File: src/include/cmw_pkg.sv
// Package of constants and types for the CAN transceiver mode and wake block
package cmw_pkg;

    // ****************************************************
    // Timing
    // ****************************************************
    localparam int CLK_PERIOD_NS = 100;
    localparam int WAKE_DOMINANT_TIME_NS = 1000;
    localparam int WAKE_RECESSIVE_TIME_NS = 1000;
    localparam int WAKE_PATTERN_TIMEOUT_US = 5000;
    localparam int SELECT_FILTER_TIME_NS = 2000;
    localparam int WAKE_DOM_CYC =
        (WAKE_DOMINANT_TIME_NS + CLK_PERIOD_NS - 1) / CLK_PERIOD_NS;
    localparam int WAKE_REC_CYC =
        (WAKE_RECESSIVE_TIME_NS + CLK_PERIOD_NS - 1) / CLK_PERIOD_NS;
    localparam int WAKE_TO_CYC =
        (WAKE_PATTERN_TIMEOUT_US * 1000) / CLK_PERIOD_NS;
    localparam int SEL_FLT_CYC =
        (SELECT_FILTER_TIME_NS + CLK_PERIOD_NS - 1) / CLK_PERIOD_NS;
    localparam int CNT_W = 16;
    localparam int TO_W = 20;

    // ****************************************************
    // Buffer
    // ****************************************************
    localparam int BUF_DEPTH = 2;

    // ****************************************************
    // Types
    // ****************************************************
    typedef enum logic [1:0] {
        CMW_OFF,
        CMW_STANDBY,
        CMW_NORMAL
    } cmw_mode_t;

    typedef enum logic [1:0] {
        CMW_WK_IDLE,
        CMW_WK_DOM1,
        CMW_WK_REC,
        CMW_WK_DOM2
    } cmw_wake_t;

endpackage

File: src/cmw_buf.sv
// Two-entry valid/ready buffer for received bus levels
`timescale 1ns/1ns
module cmw_buf (
    // Clock and reset
    input wire logic clk_in,
    input wire logic rst_in,
    // Fill side
    input wire logic in_valid_in,
    input wire logic in_data_in,
    output logic in_ready_out,
    // Drain side
    output logic out_valid_out,
    output logic out_data_out,
    input wire logic out_ready_in
);
    logic [cmw_pkg::BUF_DEPTH-1:0] mem_q;
    logic wr_ptr_q;
    logic rd_ptr_q;
    logic [1:0] count_q;
    logic push;
    logic pop;

    assign in_ready_out = (count_q != 2'h2);
    assign out_valid_out = (count_q != 2'h0);
    assign out_data_out = mem_q[rd_ptr_q];
    assign push = in_valid_in && in_ready_out;
    assign pop = out_valid_out && out_ready_in;

    always_ff @(posedge clk_in or posedge rst_in) begin
        if (rst_in) begin
            mem_q <= '1;
        end else if (push) begin
            mem_q[wr_ptr_q] <= in_data_in;
        end
    end

    always_ff @(posedge clk_in or posedge rst_in) begin
        if (rst_in) begin
            wr_ptr_q <= 1'b0;
            rd_ptr_q <= 1'b0;
            count_q <= 2'h0;
        end else begin
            if (push) begin
                wr_ptr_q <= ~wr_ptr_q;
            end
            if (pop) begin
                rd_ptr_q <= ~rd_ptr_q;
            end
            count_q <= count_q + {1'b0, push} - {1'b0, pop};
        end
    end
endmodule

File: src/cmw_top.sv
// Mode control, bus drive mapping and bus wake-up detection
`timescale 1ns/1ns
module cmw_top (
    // Clock and reset
    input wire logic clk_in,
    input wire logic rst_in,
    // Supply monitors, high when the supply is above its threshold; io_variant_in marks a part with an I/O supply pin
    input wire logic main_supply_ok_in,
    input wire logic main_supply_standby_ok_in,
    input wire logic io_supply_ok_in,
    input wire logic io_variant_in,
    // Controller side
    input wire logic standby_select_in,
    input wire logic tx_data_in,
    output logic rx_data_out,
    output logic rx_data_oe_out,
    // Bus side
    input wire logic bus_dominant_in,
    output logic bus_drive_dominant_out,
    output logic bus_bias_normal_out,
    output logic bus_bias_ground_out,
    output logic bus_oe_out,
    output logic lp_receiver_on_out,
    output logic wake_detected_out,
    output logic [1:0] mode_out
);

    // ****************************************************
    // Select filter
    // ****************************************************
    logic sel_filt_q;
    logic [cmw_pkg::CNT_W-1:0] sel_cnt_q;

    always_ff @(posedge clk_in or posedge rst_in) begin
        if (rst_in) begin
            sel_filt_q <= 1'b1;
            sel_cnt_q <= '0;
        end else if (standby_select_in == sel_filt_q) begin
            sel_cnt_q <= '0;
        end else if (sel_cnt_q ==
                     cmw_pkg::CNT_W'(cmw_pkg::SEL_FLT_CYC - 1)) begin
            sel_filt_q <= standby_select_in;
            sel_cnt_q <= '0;
        end else begin
            sel_cnt_q <= sel_cnt_q + 1'b1;
        end
    end

    // ****************************************************
    // Mode selection
    // ****************************************************
    cmw_pkg::cmw_mode_t mode_q;
    cmw_pkg::cmw_mode_t mode_d;
    logic io_good;

    // Without an I/O supply pin the main supply feeds the I/O side
    assign io_good = io_variant_in ? io_supply_ok_in : main_supply_ok_in;

    always_comb begin
        if (!io_good) begin
            mode_d = cmw_pkg::CMW_OFF;
        end else if (!main_supply_standby_ok_in ||
                     (io_variant_in && !main_supply_ok_in)) begin
            mode_d = cmw_pkg::CMW_STANDBY;
        end else if (sel_filt_q) begin
            mode_d = cmw_pkg::CMW_STANDBY;
        end else begin
            mode_d = cmw_pkg::CMW_NORMAL;
        end
    end

    always_ff @(posedge clk_in or posedge rst_in) begin
        if (rst_in) begin
            mode_q <= cmw_pkg::CMW_OFF;
        end else begin
            mode_q <= mode_d;
        end
    end

    logic enter_standby;
    assign enter_standby = (mode_d == cmw_pkg::CMW_STANDBY) &&
                           (mode_q != cmw_pkg::CMW_STANDBY);

    // ****************************************************
    // Wake-up pattern detector
    // ****************************************************
    cmw_pkg::cmw_wake_t wk_q;
    logic [cmw_pkg::CNT_W-1:0] ph_cnt_q;
    logic [cmw_pkg::TO_W-1:0] to_cnt_q;
    logic wake_q;
    logic in_standby;
    logic dom_done;
    logic rec_done;
    logic timed_out;

    assign in_standby = (mode_q == cmw_pkg::CMW_STANDBY);

    function automatic logic reached(input logic [cmw_pkg::CNT_W-1:0] c,
                                     input int n);
        reached = (c >= cmw_pkg::CNT_W'(n - 1));
    endfunction

    assign dom_done = bus_dominant_in &&
                      reached(ph_cnt_q, cmw_pkg::WAKE_DOM_CYC);
    assign rec_done = !bus_dominant_in &&
                      reached(ph_cnt_q, cmw_pkg::WAKE_REC_CYC);
    assign timed_out = (wk_q != cmw_pkg::CMW_WK_IDLE) &&
        (to_cnt_q >= cmw_pkg::TO_W'(cmw_pkg::WAKE_TO_CYC - 1));

    // Phase counter runs while the bus holds the level the state awaits;
    // in the recessive and second dominant phases a short opposite interval clears it without moving the state, in the first it returns to idle
    always_ff @(posedge clk_in or posedge rst_in) begin
        if (rst_in) begin
            wk_q <= cmw_pkg::CMW_WK_IDLE;
            ph_cnt_q <= '0;
        end else if (!in_standby || enter_standby || timed_out) begin
            wk_q <= cmw_pkg::CMW_WK_IDLE;
            ph_cnt_q <= '0;
        end else begin
            case (wk_q)
                cmw_pkg::CMW_WK_IDLE: begin
                    if (bus_dominant_in) begin
                        wk_q <= cmw_pkg::CMW_WK_DOM1;
                        ph_cnt_q <= '0;
                    end
                end
                cmw_pkg::CMW_WK_DOM1: begin
                    if (!bus_dominant_in) begin
                        wk_q <= cmw_pkg::CMW_WK_IDLE;
                        ph_cnt_q <= '0;
                    end else if (dom_done) begin
                        wk_q <= cmw_pkg::CMW_WK_REC;
                        ph_cnt_q <= '0;
                    end else begin
                        ph_cnt_q <= ph_cnt_q + 1'b1;
                    end
                end
                cmw_pkg::CMW_WK_REC: begin
                    if (bus_dominant_in) begin
                        ph_cnt_q <= '0;
                    end else if (rec_done) begin
                        wk_q <= cmw_pkg::CMW_WK_DOM2;
                        ph_cnt_q <= '0;
                    end else begin
                        ph_cnt_q <= ph_cnt_q + 1'b1;
                    end
                end
                cmw_pkg::CMW_WK_DOM2: begin
                    if (!bus_dominant_in) begin
                        ph_cnt_q <= '0;
                    end else if (dom_done) begin
                        wk_q <= cmw_pkg::CMW_WK_IDLE;
                        ph_cnt_q <= '0;
                    end else begin
                        ph_cnt_q <= ph_cnt_q + 1'b1;
                    end
                end
                default: begin
                    wk_q <= cmw_pkg::CMW_WK_IDLE;
                    ph_cnt_q <= '0;
                end
            endcase
        end
    end

    // Timeout runs from the start of the first dominant phase
    always_ff @(posedge clk_in or posedge rst_in) begin
        if (rst_in) begin
            to_cnt_q <= '0;
        end else if (wk_q == cmw_pkg::CMW_WK_IDLE || !in_standby) begin
            to_cnt_q <= '0;
        end else begin
            to_cnt_q <= to_cnt_q + 1'b1;
        end
    end

    always_ff @(posedge clk_in or posedge rst_in) begin
        if (rst_in) begin
            wake_q <= 1'b0;
        end else if (!in_standby || enter_standby) begin
            wake_q <= 1'b0;
        end else if (wk_q == cmw_pkg::CMW_WK_DOM2 && dom_done &&
                     !timed_out) begin
            wake_q <= 1'b1;
        end
    end

    // ****************************************************
    // Receive path through the buffer
    // ****************************************************
    logic rx_level;
    logic buf_in_ready;
    logic buf_valid;
    logic buf_data;
    logic rx_q;
    logic rx_oe_q;

    always_comb begin
        case (mode_q)
            cmw_pkg::CMW_NORMAL:
                rx_level = !(bus_dominant_in || !tx_data_in);
            cmw_pkg::CMW_STANDBY:
                rx_level = wake_q ? !bus_dominant_in : 1'b1;
            default:
                rx_level = 1'b1;
        endcase
    end

    cmw_buf u_buf (
        .clk_in(clk_in),
        .rst_in(rst_in),
        .in_valid_in(1'b1),
        .in_data_in(rx_level),
        .in_ready_out(buf_in_ready),
        .out_valid_out(buf_valid),
        .out_data_out(buf_data),
        .out_ready_in(1'b1)
    );

    always_ff @(posedge clk_in or posedge rst_in) begin
        if (rst_in) begin
            rx_q <= 1'b1;
            rx_oe_q <= 1'b0;
        end else begin
            if (buf_valid) begin
                rx_q <= buf_data;
            end
            rx_oe_q <= (mode_q != cmw_pkg::CMW_OFF);
        end
    end

    // ****************************************************
    // Bus drive
    // ****************************************************
    logic drv_q;
    logic bias_n_q;
    logic bias_g_q;
    logic bus_oe_q;
    logic lp_q;

    always_ff @(posedge clk_in or posedge rst_in) begin
        if (rst_in) begin
            drv_q <= 1'b0;
            bias_n_q <= 1'b0;
            bias_g_q <= 1'b0;
            bus_oe_q <= 1'b0;
            lp_q <= 1'b0;
        end else begin
            drv_q <= (mode_d == cmw_pkg::CMW_NORMAL) && !tx_data_in
                     && buf_in_ready;
            bias_n_q <= (mode_d == cmw_pkg::CMW_NORMAL);
            bias_g_q <= (mode_d == cmw_pkg::CMW_STANDBY);
            bus_oe_q <= (mode_d != cmw_pkg::CMW_OFF);
            lp_q <= (mode_d == cmw_pkg::CMW_STANDBY);
        end
    end

    assign rx_data_out = rx_q;
    assign rx_data_oe_out = rx_oe_q;
    assign bus_drive_dominant_out = drv_q;
    assign bus_bias_normal_out = bias_n_q;
    assign bus_bias_ground_out = bias_g_q;
    assign bus_oe_out = bus_oe_q;
    assign lp_receiver_on_out = lp_q;
    assign wake_detected_out = wake_q;
    assign mode_out = mode_q;

endmodule

File: config.mk
export PLATFORM = sky130hd
export DESIGN_NAME = cmw_top
export DESIGN_NICKNAME = d
export VERILOG_FILES = /design/src/include/cmw_pkg.sv /design/src/cmw_buf.sv /design/src/cmw_top.sv
export SDC_FILE = /design/constraint.sdc
export NUM_CORES = 1
export LEC_CHECK = 0
export ABC_CLOCK_PERIOD_IN_PS = 5050
export BUFFER_PORTS_ARGS = -buffer_cell sky130_fd_sc_hd__buf_4
export CAP_MARGIN = 40
export CORE_ASPECT_RATIO = 1.75
export CORE_UTILIZATION = 29
export CTS_CLUSTER_DIAMETER = 30
export CTS_CLUSTER_SIZE = 16
export DETAILED_ROUTE_END_ITERATION = 10
export MAX_ROUTING_LAYER = met4
export PLACE_DENSITY = 0.41
export RECOVER_POWER = 50
export SLEW_MARGIN = 20
export SYNTH_ARGS = -nofsm -noshare
export SYNTH_HDL_FRONTEND = slang
export SYNTH_SLANG_ARGS = --single-unit
File: constraint.sdc
create_clock -name clk_in -period 5.05 [get_ports clk_in]
set_input_delay 0.505 -clock clk_in [delete_from_list [all_inputs] [get_ports clk_in]]
set_output_delay 0.505 -clock clk_in [all_outputs]
set_load 0.1 [all_outputs]
Word level (Yosys, flattened, before mapping)
Index checks and enable logic that the tools add are counted.
{ "totals": {"reg_bits": 70, "wordCells": 110} }
{ "classes": {"n_reduce_logical": 31, "add_sub_neg": 5, "order_cmp": 5, "n_eq_ne": 17, "n_bitwise": 3, "n_mux": 32} }
{ "ops": {"columns": ["operator", "n"], "rows": [
  ["2-to-1 mux 16 bit", 8],
  ["one-hot mux 16 bit (3 select lines)", 1],
  ["adder 16 x 1 -> 16 bit, second input constant", 2],
  ["2-to-1 mux 2 bit", 11],
  ["adder 20 x 1 -> 20 bit, second input constant", 1],
  [">= comparator 20 x 16 -> 1 bit, second input constant", 1],
  ["2-to-1 mux 20 bit", 1],
  ["== test 16 x 5 -> 1 bit, second input constant", 1],
  [">= comparator 16 x 4 -> 1 bit, second input constant", 1],
  ["inequality test 3 bit, second input constant", 5],
  ["logical AND 1 bit", 10],
  ["nonzero test 2 bit", 5],
  ["== test 2 bit, second input constant", 4],
  ["one-hot mux 2 bit (4 select lines)", 1],
  ["logical NOT 1 bit", 7],
  ["2-to-1 mux 1 bit", 7],
  ["== test 2 x 1 -> 1 bit, second input constant", 3],
  ["AND reduction 6 bit", 1],
  ["logical OR 1 bit", 5],
  ["less-than comparator 1 x 2 -> 1 bit, second input constant", 2],
  ["inequality test 4 bit, second input constant", 1],
  ["NOT 1 bit", 3],
  ["adder 2 x 1 -> 2 bit", 1],
  ["bitwise mux 2 bit", 1],
  ["other kinds (10)", 10]
]} }

Depth between registers and ports, before layout
Gate-level depths: netlist of the first run.
{ "depth": {"ltp_word": 11, "mapped_depth": 8, "depth_no_buf": 6} }

Hierarchy
From an unflattened synthesis of the first run, not the netlist that was laid out.
{ "hier_totals": {"cells_unflattened": 346, "area_unflattened_um2": 3562.2} }
{ "modules_own_cells": {"columns": ["mod", "seq_area_each_um2", "cells_each", "n_inst", "area_each_um2"], "rows": [
  ["cmw_top", 1604.0, 318, 1, 3226.8],
  ["cmw_buf", 152.6, 28, 1, 335.3]
]} }

Least setup slack after synthesis of the first run
Ideal clock, no wire load.
{ "synth_timing": {"path_kind": "flip-flop to flip-flop", "from": "register mode_q[0] (netlist: mode_out[0])", "to": "register ph_cnt_q[5] in the netlist's numbering", "period_less_slack_ns": 2.772, "required_time_ns": 4.914, "stages_incl_launch_ff": 8, "path_slack_ns": 2.278, "t_arrival_ns": 2.636, "cell_sequence": "dfrtp_1 > ha_1 > clkbuf_1 > or4b_2 > and3_1 > clkbuf_1 > a41oi_1 > nor3_1"} }
{ "synth_via": {"elab_chain_cells": 5, "word_cells_on_any_way": 8} }
{ "synth_rtl": {"columns": ["element", "line", "rtl"], "rows": [
  ["start, declared", "cmw_top.sv:52", "cmw_pkg::cmw_mode_t mode_q;"],
  ["start signal, assigned", "cmw_top.sv:74", "mode_q <= cmw_pkg::CMW_OFF;"],
  ["start signal, assigned", "cmw_top.sv:76", "mode_q <= mode_d;"],
  ["== test 2 x 1 -> 1 bit / inequality test 2 x 1 -> 1 bit (equally long branches)", "cmw_top.sv:96, cmw_top.sv:82", null],
  ["logical NOT 1 bit / logical AND 1 bit (equally long branches)", "cmw_top.sv:116, cmw_top.sv:81", null],
  ["logical OR 1 bit (*) (2 in series)", "cmw_top.sv:116", "end else if (!in_standby || enter_standby || timed_out) begin"],
  ["inequality test 3 bit (no source line) / 2-to-1 mux 16 bit (equally long branches)", null, null],
  ["end signal, assigned", "cmw_top.sv:135", "ph_cnt_q <= ph_cnt_q + 1'b1;"],
  ["end signal, assigned", "cmw_top.sv:145", "ph_cnt_q <= ph_cnt_q + 1'b1;"],
  ["end signal, assigned", "cmw_top.sv:155", "ph_cnt_q <= ph_cnt_q + 1'b1;"],
  ["end, declared", "cmw_top.sv:88", "logic [cmw_pkg::CNT_W-1:0] ph_cnt_q;"]
]} }
Every way passes the cells marked *; elsewhere a longest branch is shown, timed or not.
A chain may end at the register's enable or synchronous reset.

Worst setup path in the final report of the first run
{ "layout_timing": {"from": "register ph_cnt_q[0] in the netlist's numbering", "to": "register ph_cnt_q[5] in the netlist's numbering"} }
{ "layout_via": {"elab_chain_cells": 6, "word_cells_on_any_way": 10} }
{ "layout_rtl": {"columns": ["element", "line", "rtl"], "rows": [
  [">= comparator 16 x 4 -> 1 bit", "cmw_top.sv:100", "reached = (c >= cmw_pkg::CNT_W'(n - 1));"],
  ["logical AND 1 bit (on tied branches)", "cmw_top.sv:103, cmw_top.sv:105", null],
  ["2-to-1 mux 16 bit (on tied branches)", "cmw_top.sv:131, cmw_top.sv:151, cmw_top.sv:141", null],
  ["2-to-1 mux 16 bit (on tied branches)", "cmw_top.sv:128, cmw_top.sv:139", null],
  ["one-hot mux 16 bit (3 select lines) (*)", "cmw_top.sv:120", "case (wk_q)"],
  ["2-to-1 mux 16 bit (*)", "cmw_top.sv:116", null]
]} }
Marked as above.

==> key figures, run 1 <==
Timing
  – Max-slew headroom at the worst pin: 0.272
  – Unrepaired setup endpoints after global routing: false
  – Slew at the pin with the worst max-slew slack: around 1.1 ns
  – Number of endpoints failing setup at the final stage: 0
  – Setup TNS after final layout: 0 ns
  – Final-report hold violation count: 0
  – Pins Over Slew Limit: 0
  – Share of the clock period used by the worst path: 0.453
  – Upper clock frequency limit: around 440 MHz
  – Setup skew after layout: 0.00635 ns
  – Worst Setup Slack, final: approximately 2.8 ns
  – Final Hold Slack: 0.340 ns
  – Shortest clock period the worst path allows after layout: between 2 and 2.5 ns

Floorplan
  – Row count: 52
  – Die Width: ~85 um
  – Starting density of the core: 0.301
  – # IOs: 19
  – Floorplan Core Area: between 10000 and 15000 um^2
  – Die outline area: 12500 um^2
  – Y dimension of the die: approximately 150 um

Pwr
  – Peak supply drop: between 0.1 and 0.15 mV
  – Overall power after layout: 1.43 mW
  – Static Leak: 1.75 nW
  – Power density over cell area: ~350 nW/um^2

Yosys
  – Unique masters post-synth: 55
  – Mean instance size in the synthesized netlist: ~10 um^2
  – Proportion of synthesized flip-flops having asynchronous set or reset: 1.00
  – Total number of yosys warnings: 0
  – Post-Syn Instances: around 350
  – Number of flops mapped to enable cells by yosys: 0
  – Post-synth top flop: dfrtp_1
  – Sequential area share after synthesis: 0.501
  – Cells taking the most area after synthesis: dfrtp_1, nor2_1, xor2_1
  – Net count of the mapped netlist: 366
  – Cell type with the largest total area after synthesis: dfrtp_1
  – Total standard cell area after synthesis: between 3000 and 4000 um^2
  – Area share of the largest cell type after synthesis: 0.471
  – Yosys reg bits: 70

Clock network
  – Number of setup buffers added after CTS: 0
  – Clock buffers created by TritonCTS: 9
  – Clock insertion delay at the later pin of the skew report: ~0.33 ns
  – Number of buffers on the longest clock path: 2
  – CTS H-tree lvls: 3
  – Worst-path clk slew: ~0.06 ns
  – Clock tree from TritonCTS: yes
  – Number of sinks driven by the clock tree: 70
  – Cts-stage hold buffer count: 0
  – Clock Root Buffer: clkbuf_16
  – Total of cells resized after clock tree synthesis: 0

Placed design
  – Placed cell count: between 400 and 500
  – RD Place Congestion: around 0.74
  – Count of buffers inserted at the top-level ports: 18
  – Worst slack, placed: 2.74 ns
  – Detailed placer's ending HPWL: 5390 um

Routing
  – Routed vias: ~2600
  – Met3 wire length: 137 um
  – Drt first-iter violations: a little over 90
  – Remaining antenna violation count: 0
  – First-pass detailed-route iteration total: 4
  – DR top layer: met4
  – DR DRC count: 0
  – Metal-1 WL: roughly 3100 um
  – Met2 Routed Length: between 4000 and 5000 um
  – Routed length per instance: 15.3 um
  – Vias per inst: 5.14
  – Routed Wire Length: approximately 7700 um

Critical path
  – Cell-by-cell trace of the critical path: inv_1 -> ha_1 -> or3b_2 -> a2111oi_4 -> a21oi_2 -> nor3_1
  – Critical path capture point type: register
  – Longest individual stage delay on the worst path: 0.51 ns
  – Required time of the critical path: between 5 and 6 ns
  – Family with the most delay on the worst path: compound AO/OA/AOI/OAI gates
  – Crit-path slowest cell: a2111oi_4
  – Arrival time at the worst endpoint: ~2.5 ns
  – Crit path max fanout: 14
  – Critical path type: reg2reg
  – Number of buffers and inverters on the critical path: 1
  – Kind of start point of the critical path: register

Global route
  – Via count of the first global-routing pass: between 2000 and 3000
  – GRT Util Overall: 0.139
  – Leftover overflow at the end of global routing: 0
  – Initial antenna violation count: 0
  – Maximum number of pins on one net before global-route repair: 54
  – First-pass GRT wire length: ~13000 um

Job
  – Max-cap violations: 0

Cells and area
  – Final nets: approximately 380
  – Post-layout instance count excluding filler cells: approximately 500
  – Antenna diode instance count: 0
  – Post-synthesis to final-layout area growth: 17.2%
  – Fraction of layout instances using a drive strength above 1: 0.136
  – Fill cell instance count of the final layout: between 1000 and 1500

Outcome
  – Result of the run: completed

Worst hold path
  – Worst hold-check path type: in2reg
==> kinds of logic after synthesis <==
kind of cell             Yosys count  share of synthesized area
AO/OA/AOI/OAI                     51                      0.108
multiplexers                       4                     0.0125
flip-flops                        70                      0.501
adder cells (fa/ha/maj)            8                     0.0286
AND/OR/NAND/NOR                  155                      0.236
buffers and inverters             29                     0.0346
other                              1                    0.00107
XOR/XNOR                          31                     0.0775
==> placed cells by master (no fill, tap or decap), types with 9 or more instances in the layout <==
cell type  Yosys  final
xor2_1        17     17
nand2_1       20     20
buf_4          1     18
xnor2_1       14     14
nor3_1        21     21
clkbuf_16      0      9
nand3_1       13     13
and3_1        10     10
nor2_1        42     42
inv_1         11     11
a21oi_1        9      9
dfrtp_1       66     66
nand4_1       11     11
==> per-stage QoR <==
stage	area [um^2]	util
after floorplan	3500	-
after global placement	3740	0.321
after detailed placement	3770	0.324
after CTS	4110	0.353
after global routing	4110	0.352
final	4110	0.352
==> layout make-up <==
cell class,count,area [um^2],share of cell area
clock buffer,11,253,0.0616
clock inverter,5,81.3,0.0198
inverter,11,41.3,0.0101
multi-input combinational,250,1630,0.396
sequential,70,1760,0.428
tap,135,169,0.0411
timing repair buffer,22,179,0.0436
==> layer usage <==
metal	vias to the layer above	GRT usage
met5	-	-
met1	1285	0.152
met3	9	0.0268
met4	0	0.0610
li1	1278	-
met2	19	0.244
==> state kept, by name, summed over array words and instances (netlist names), 2 cells and up <==
register / cells
mode_out: 2
ph_cnt_q: 16
sel_cnt_q: 16
to_cnt_q: 20
u_buf.count_q: 2
u_buf.mem_q: 2
wk_q: 2
==> Yosys cell counts (3+ instances only) <==
library cell  count
dfrtp_1          66
nor2_1           42
nor3_1           21
nand2_1          20
xor2_1           17
clkbuf_1         14
xnor2_1          14
nand3_1          13
inv_1            11
nand4_1          11
and3_1           10
a21oi_1           9
ha_1              8
a31oi_1           7
or4_1             7
a41oi_1           6
and4_1            6
o21ai_0           6
and2_1            5
nor4_1            5
dfstp_2           4
mux2_2            3
nand2b_1          3
o21a_1            3
o31ai_1           3
==> report_power, final <==
| group | switching [mW] | total, mW | internal (mW) |
|---|---|---|---|
| clock network | 0.241 | 0.700 | 0.459 |
| logic | 0.0996 | 0.138 | 0.0380 |
| registers | 0.0145 | 0.596 | 0.582 |
| total | 0.355 | 1.43 | 1.08 |
==> worst paths after layout <==
path / endpoint / slack (ns) / startpoint / cells past startpoint
worst max-delay path: ph_cnt_q[5] / 2.76 / ph_cnt_q[0] / 6
worst min-delay path: bus_drive_dominant_out / 0.34 / tx_data_in / 2
worst max register to register: ph_cnt_q[5] / 2.76 / ph_cnt_q[0] / 6
worst min register to register: sel_cnt_q[0] / 0.45 / sel_cnt_q[0] / 1
max in group asynchronous: ph_cnt_q[11] / 3.71 / rst_in / 4
min in group asynchronous: bus_bias_normal_out / 0.52 / rst_in / 3
Note: power is estimated with default switching activity, not from simulation.
==> run 2, diff against run 1 <==
Settings changed: ABC_CLOCK_PERIOD_IN_PS 5050 to 1850, PLACE_DENSITY 0.41 to 0.42.
Clock period 5.05 ns to 1.85 ns, I/O delays scaled along.
==> run 2 against run 1 <==
The flow now finishes with violations (negative setup slack). Flip-flop and latch count is the same. Utilization increased by 5.2 points. Clock-buffer cell count decreased by 2. Sequential power grew to 2.7 times the previous value. First-iteration DRC count grew 9.8%. Total power grew to 2.7 times the previous value. Largest cell class is now multi-input combinational cells. Highest routed layer unchanged.
==> key figures, run 2 (same netlist as run 1, synthesis figures left out) <==
Critical path
  – Crit path max fanout: 7
  – Worst path depth: 7
  – Family with the most delay on the worst path: simple AND/OR/NAND/NOR gates
  – Longest individual stage delay on the worst path: 0.39 ns
  – R2R cell count: 7
  – Cell-by-cell trace of the critical path: inv_2 -> ha_2 -> or3b_4 -> a2111oi_4 -> buf_4 -> a21oi_2 -> nor3_1
  – Number of buffers and inverters on the critical path: 2
  – Kind of start point of the critical path: register
  – Critical path capture point type: register
  – Critical path type: reg2reg
  – Required time of the critical path: 2.10 ns
  – Crit-path slowest cell: or3b_4
  – Worst-case register-to-register setup slack: -0.06 ns
  – Arrival time at the worst endpoint: roughly 2.2 ns

Cells and area
  – Register with the highest flop count: to_cnt_q
  – Commonest cells after routing, fill and taps aside: buf_4, dfrtp_1, nor2_1
  – Most common library cell in the layout ignoring fill and taps: buf_4
  – Fraction of layout instances using a drive strength above 1: 0.336
  – Fill cell instance count of the final layout: 1171
  – Antenna diode instance count: 0
  – Max FFs per register: 20
  – Post-synthesis to final-layout area growth: 34.3%
  – Final design utilization: 0.404
  – Final nets: between 400 and 500
  – Top Registers: to_cnt_q: 20 flops, ph_cnt_q: 16 flops, sel_cnt_q: 16 flops
  – Layout Cell Area excl Fill: approximately 4700 um^2
  – Post-layout instance count excluding filler cells: 560

Clock network
  – CTS H-tree lvls: 3
  – Clock insertion delay at the later pin of the skew report: about 0.34 ns
  – Number of buffers on the longest clock path: 2
  – Clock buffers created by TritonCTS: 9
  – Clock tree from TritonCTS: yes
  – Number of sinks driven by the clock tree: 70
  – Worst-path clk slew: ~0.060 ns
  – Clock Root Buffer: clkbuf_16

Routing
  – Remaining antenna violation count: 0
  – Routed Wire Length: 8560 um
  – DR DRC count: 0
  – Routed length per instance: about 15 um
  – Routed vias: 2831
  – Drt first-iter violations: between 100 and 150
  – First-pass detailed-route iteration total: 4
  – Vias per inst: around 5

Placed design
  – RD Place Congestion: about 0.76
  – Placed Instance Area: around 4200 um^2
  – Count of buffers inserted at the top-level ports: 18
  – Placed cell count: between 500 and 600
  – Detailed placer's ending HPWL: approximately 6000 um

Timing
  – Unrepaired setup endpoints after global routing: true
  – Upper clock frequency limit: 523 MHz
  – Max-slew headroom at the worst pin: 0.284
  – Setup skew after layout: around 0.0046 ns
  – Slew at the pin with the worst max-slew slack: 1.07 ns
  – Worst Setup Slack, final: -0.0622 ns
  – Final-report hold violation count: 0
  – Final Hold Slack: roughly 0.13 ns
  – Shortest clock period the worst path allows after layout: 1.91 ns
  – Pins Over Slew Limit: 0
  – Number of endpoints failing setup at the final stage: 12
  – Share of the clock period used by the worst path: 1.03

Global route
  – Initial antenna violation count: 0
  – Leftover overflow at the end of global routing: 0
  – GRT Util Overall: 0.153
  – Via count of the first global-routing pass: between 2000 and 3000
  – Maximum number of pins on one net before global-route repair: 28
  – First-pass GRT wire length: between 10000 and 15000 um

Pwr
  – Peak supply drop: around 0.46 mV
  – Overall power after layout: roughly 3.9 mW
  – Static Leak: 2.02 nW
  – Power density over cell area: 836 nW/um^2

Worst hold path
  – Cell depth of the worst hold path: 2
  – Worst hold-check path type: in2reg

Floorplan
  – Row count: 52
  – # IOs: 19
  – Die Width: about 85 um
  – Die outline area: about 13000 um^2
  – Floorplan Core Area: around 12000 um^2
  – Y dimension of the die: ~150 um
  – Starting density of the core: 0.301

Outcome
  – Result of the run: finished with violations
  – Violated checks: negative setup slack

Job
  – Max-cap violations: 0
-- run 2: final cells by class --
| type | count | area [um^2] | area share |
|---|---|---|---|
| Multi-Input combinational cell | 251 | 1830 | 0.389 |
| Sequential cell | 70 | 1760 | 0.375 |
| Timing Repair Buffer | 77 | 576 | 0.122 |
| Clock buffer | 9 | 225 | 0.0479 |
| Tap cell | 135 | 169 | 0.0359 |
| Clock inverter | 7 | 97.6 | 0.0207 |
| Inverter | 11 | 45.0 | 0.00957 |
-- run 2: per-layer routing --
| metal | part of all wire | track usage | routed length (um) | up-vias |
|---|---|---|---|---|
| met5 | 0 | - | 0 | - |
| met4 | 0.017 | 0.0627 | 142 | 0 |
| met3 | 0.018 | 0.0324 | 155 | 11 |
| met2 | 0.56 | 0.275 | 4820 | 15 |
| met1 | 0.40 | 0.161 | 3440 | 1414 |
| li1 | - | - | - | 1391 |
-- run 2: through the flow --
stage          setup slack, ns  TNS [ns]
5_1_grt                 -0.154     -2.14
3_5_place_dp            -0.182     -2.74
3_3_place_gp            -0.144     -1.94
6_report               -0.0622    -0.437
4_1_cts                -0.0962     -1.24
2_1_floorplan           -0.207     -2.78
-- run 2: final timing paths --
check	from	end
max in group asynchronous	rst_in	rx_data_out
min in group asynchronous	rst_in	to_cnt_q[3]
setup / recovery	ph_cnt_q[1]	ph_cnt_q[15]
setup reg to reg	ph_cnt_q[1]	ph_cnt_q[15]
hold / removal	standby_select_in	sel_filt_q
hold reg to reg	sel_cnt_q[0]	sel_cnt_q[0]
-- run 2: worst reg2reg max path: cells and delay by family (launching register included) --
family                   cells  cell delay, ns
AO/OA/AOI/OAI                2            0.47
adder cells (fa/ha/maj)      1            0.18
buffers and inverters        2            0.27
flip-flops                   1            0.36
AND/OR/NAND/NOR              2            0.56
-- run 2: timing repair --
item                                    in CTS  in global routing
setup buffers                                3                  2
endpoints found under the setup margin      19                 20
resized for setup                           15                 19
hold buffers                                 2                  0
gates cloned                                 0                  1
pin swaps                                   14                  7
hold endpoints to repair                    21                  0
-- run 2: power breakdown --
part           internal (mW)  switching [mW]  total, mW  leakage (nW)
clock network           1.18           0.697       1.88         0.152
logic                  0.128           0.295      0.423         0.933
registers               1.59          0.0383       1.63         0.938
total                   2.90            1.03       3.93          2.02
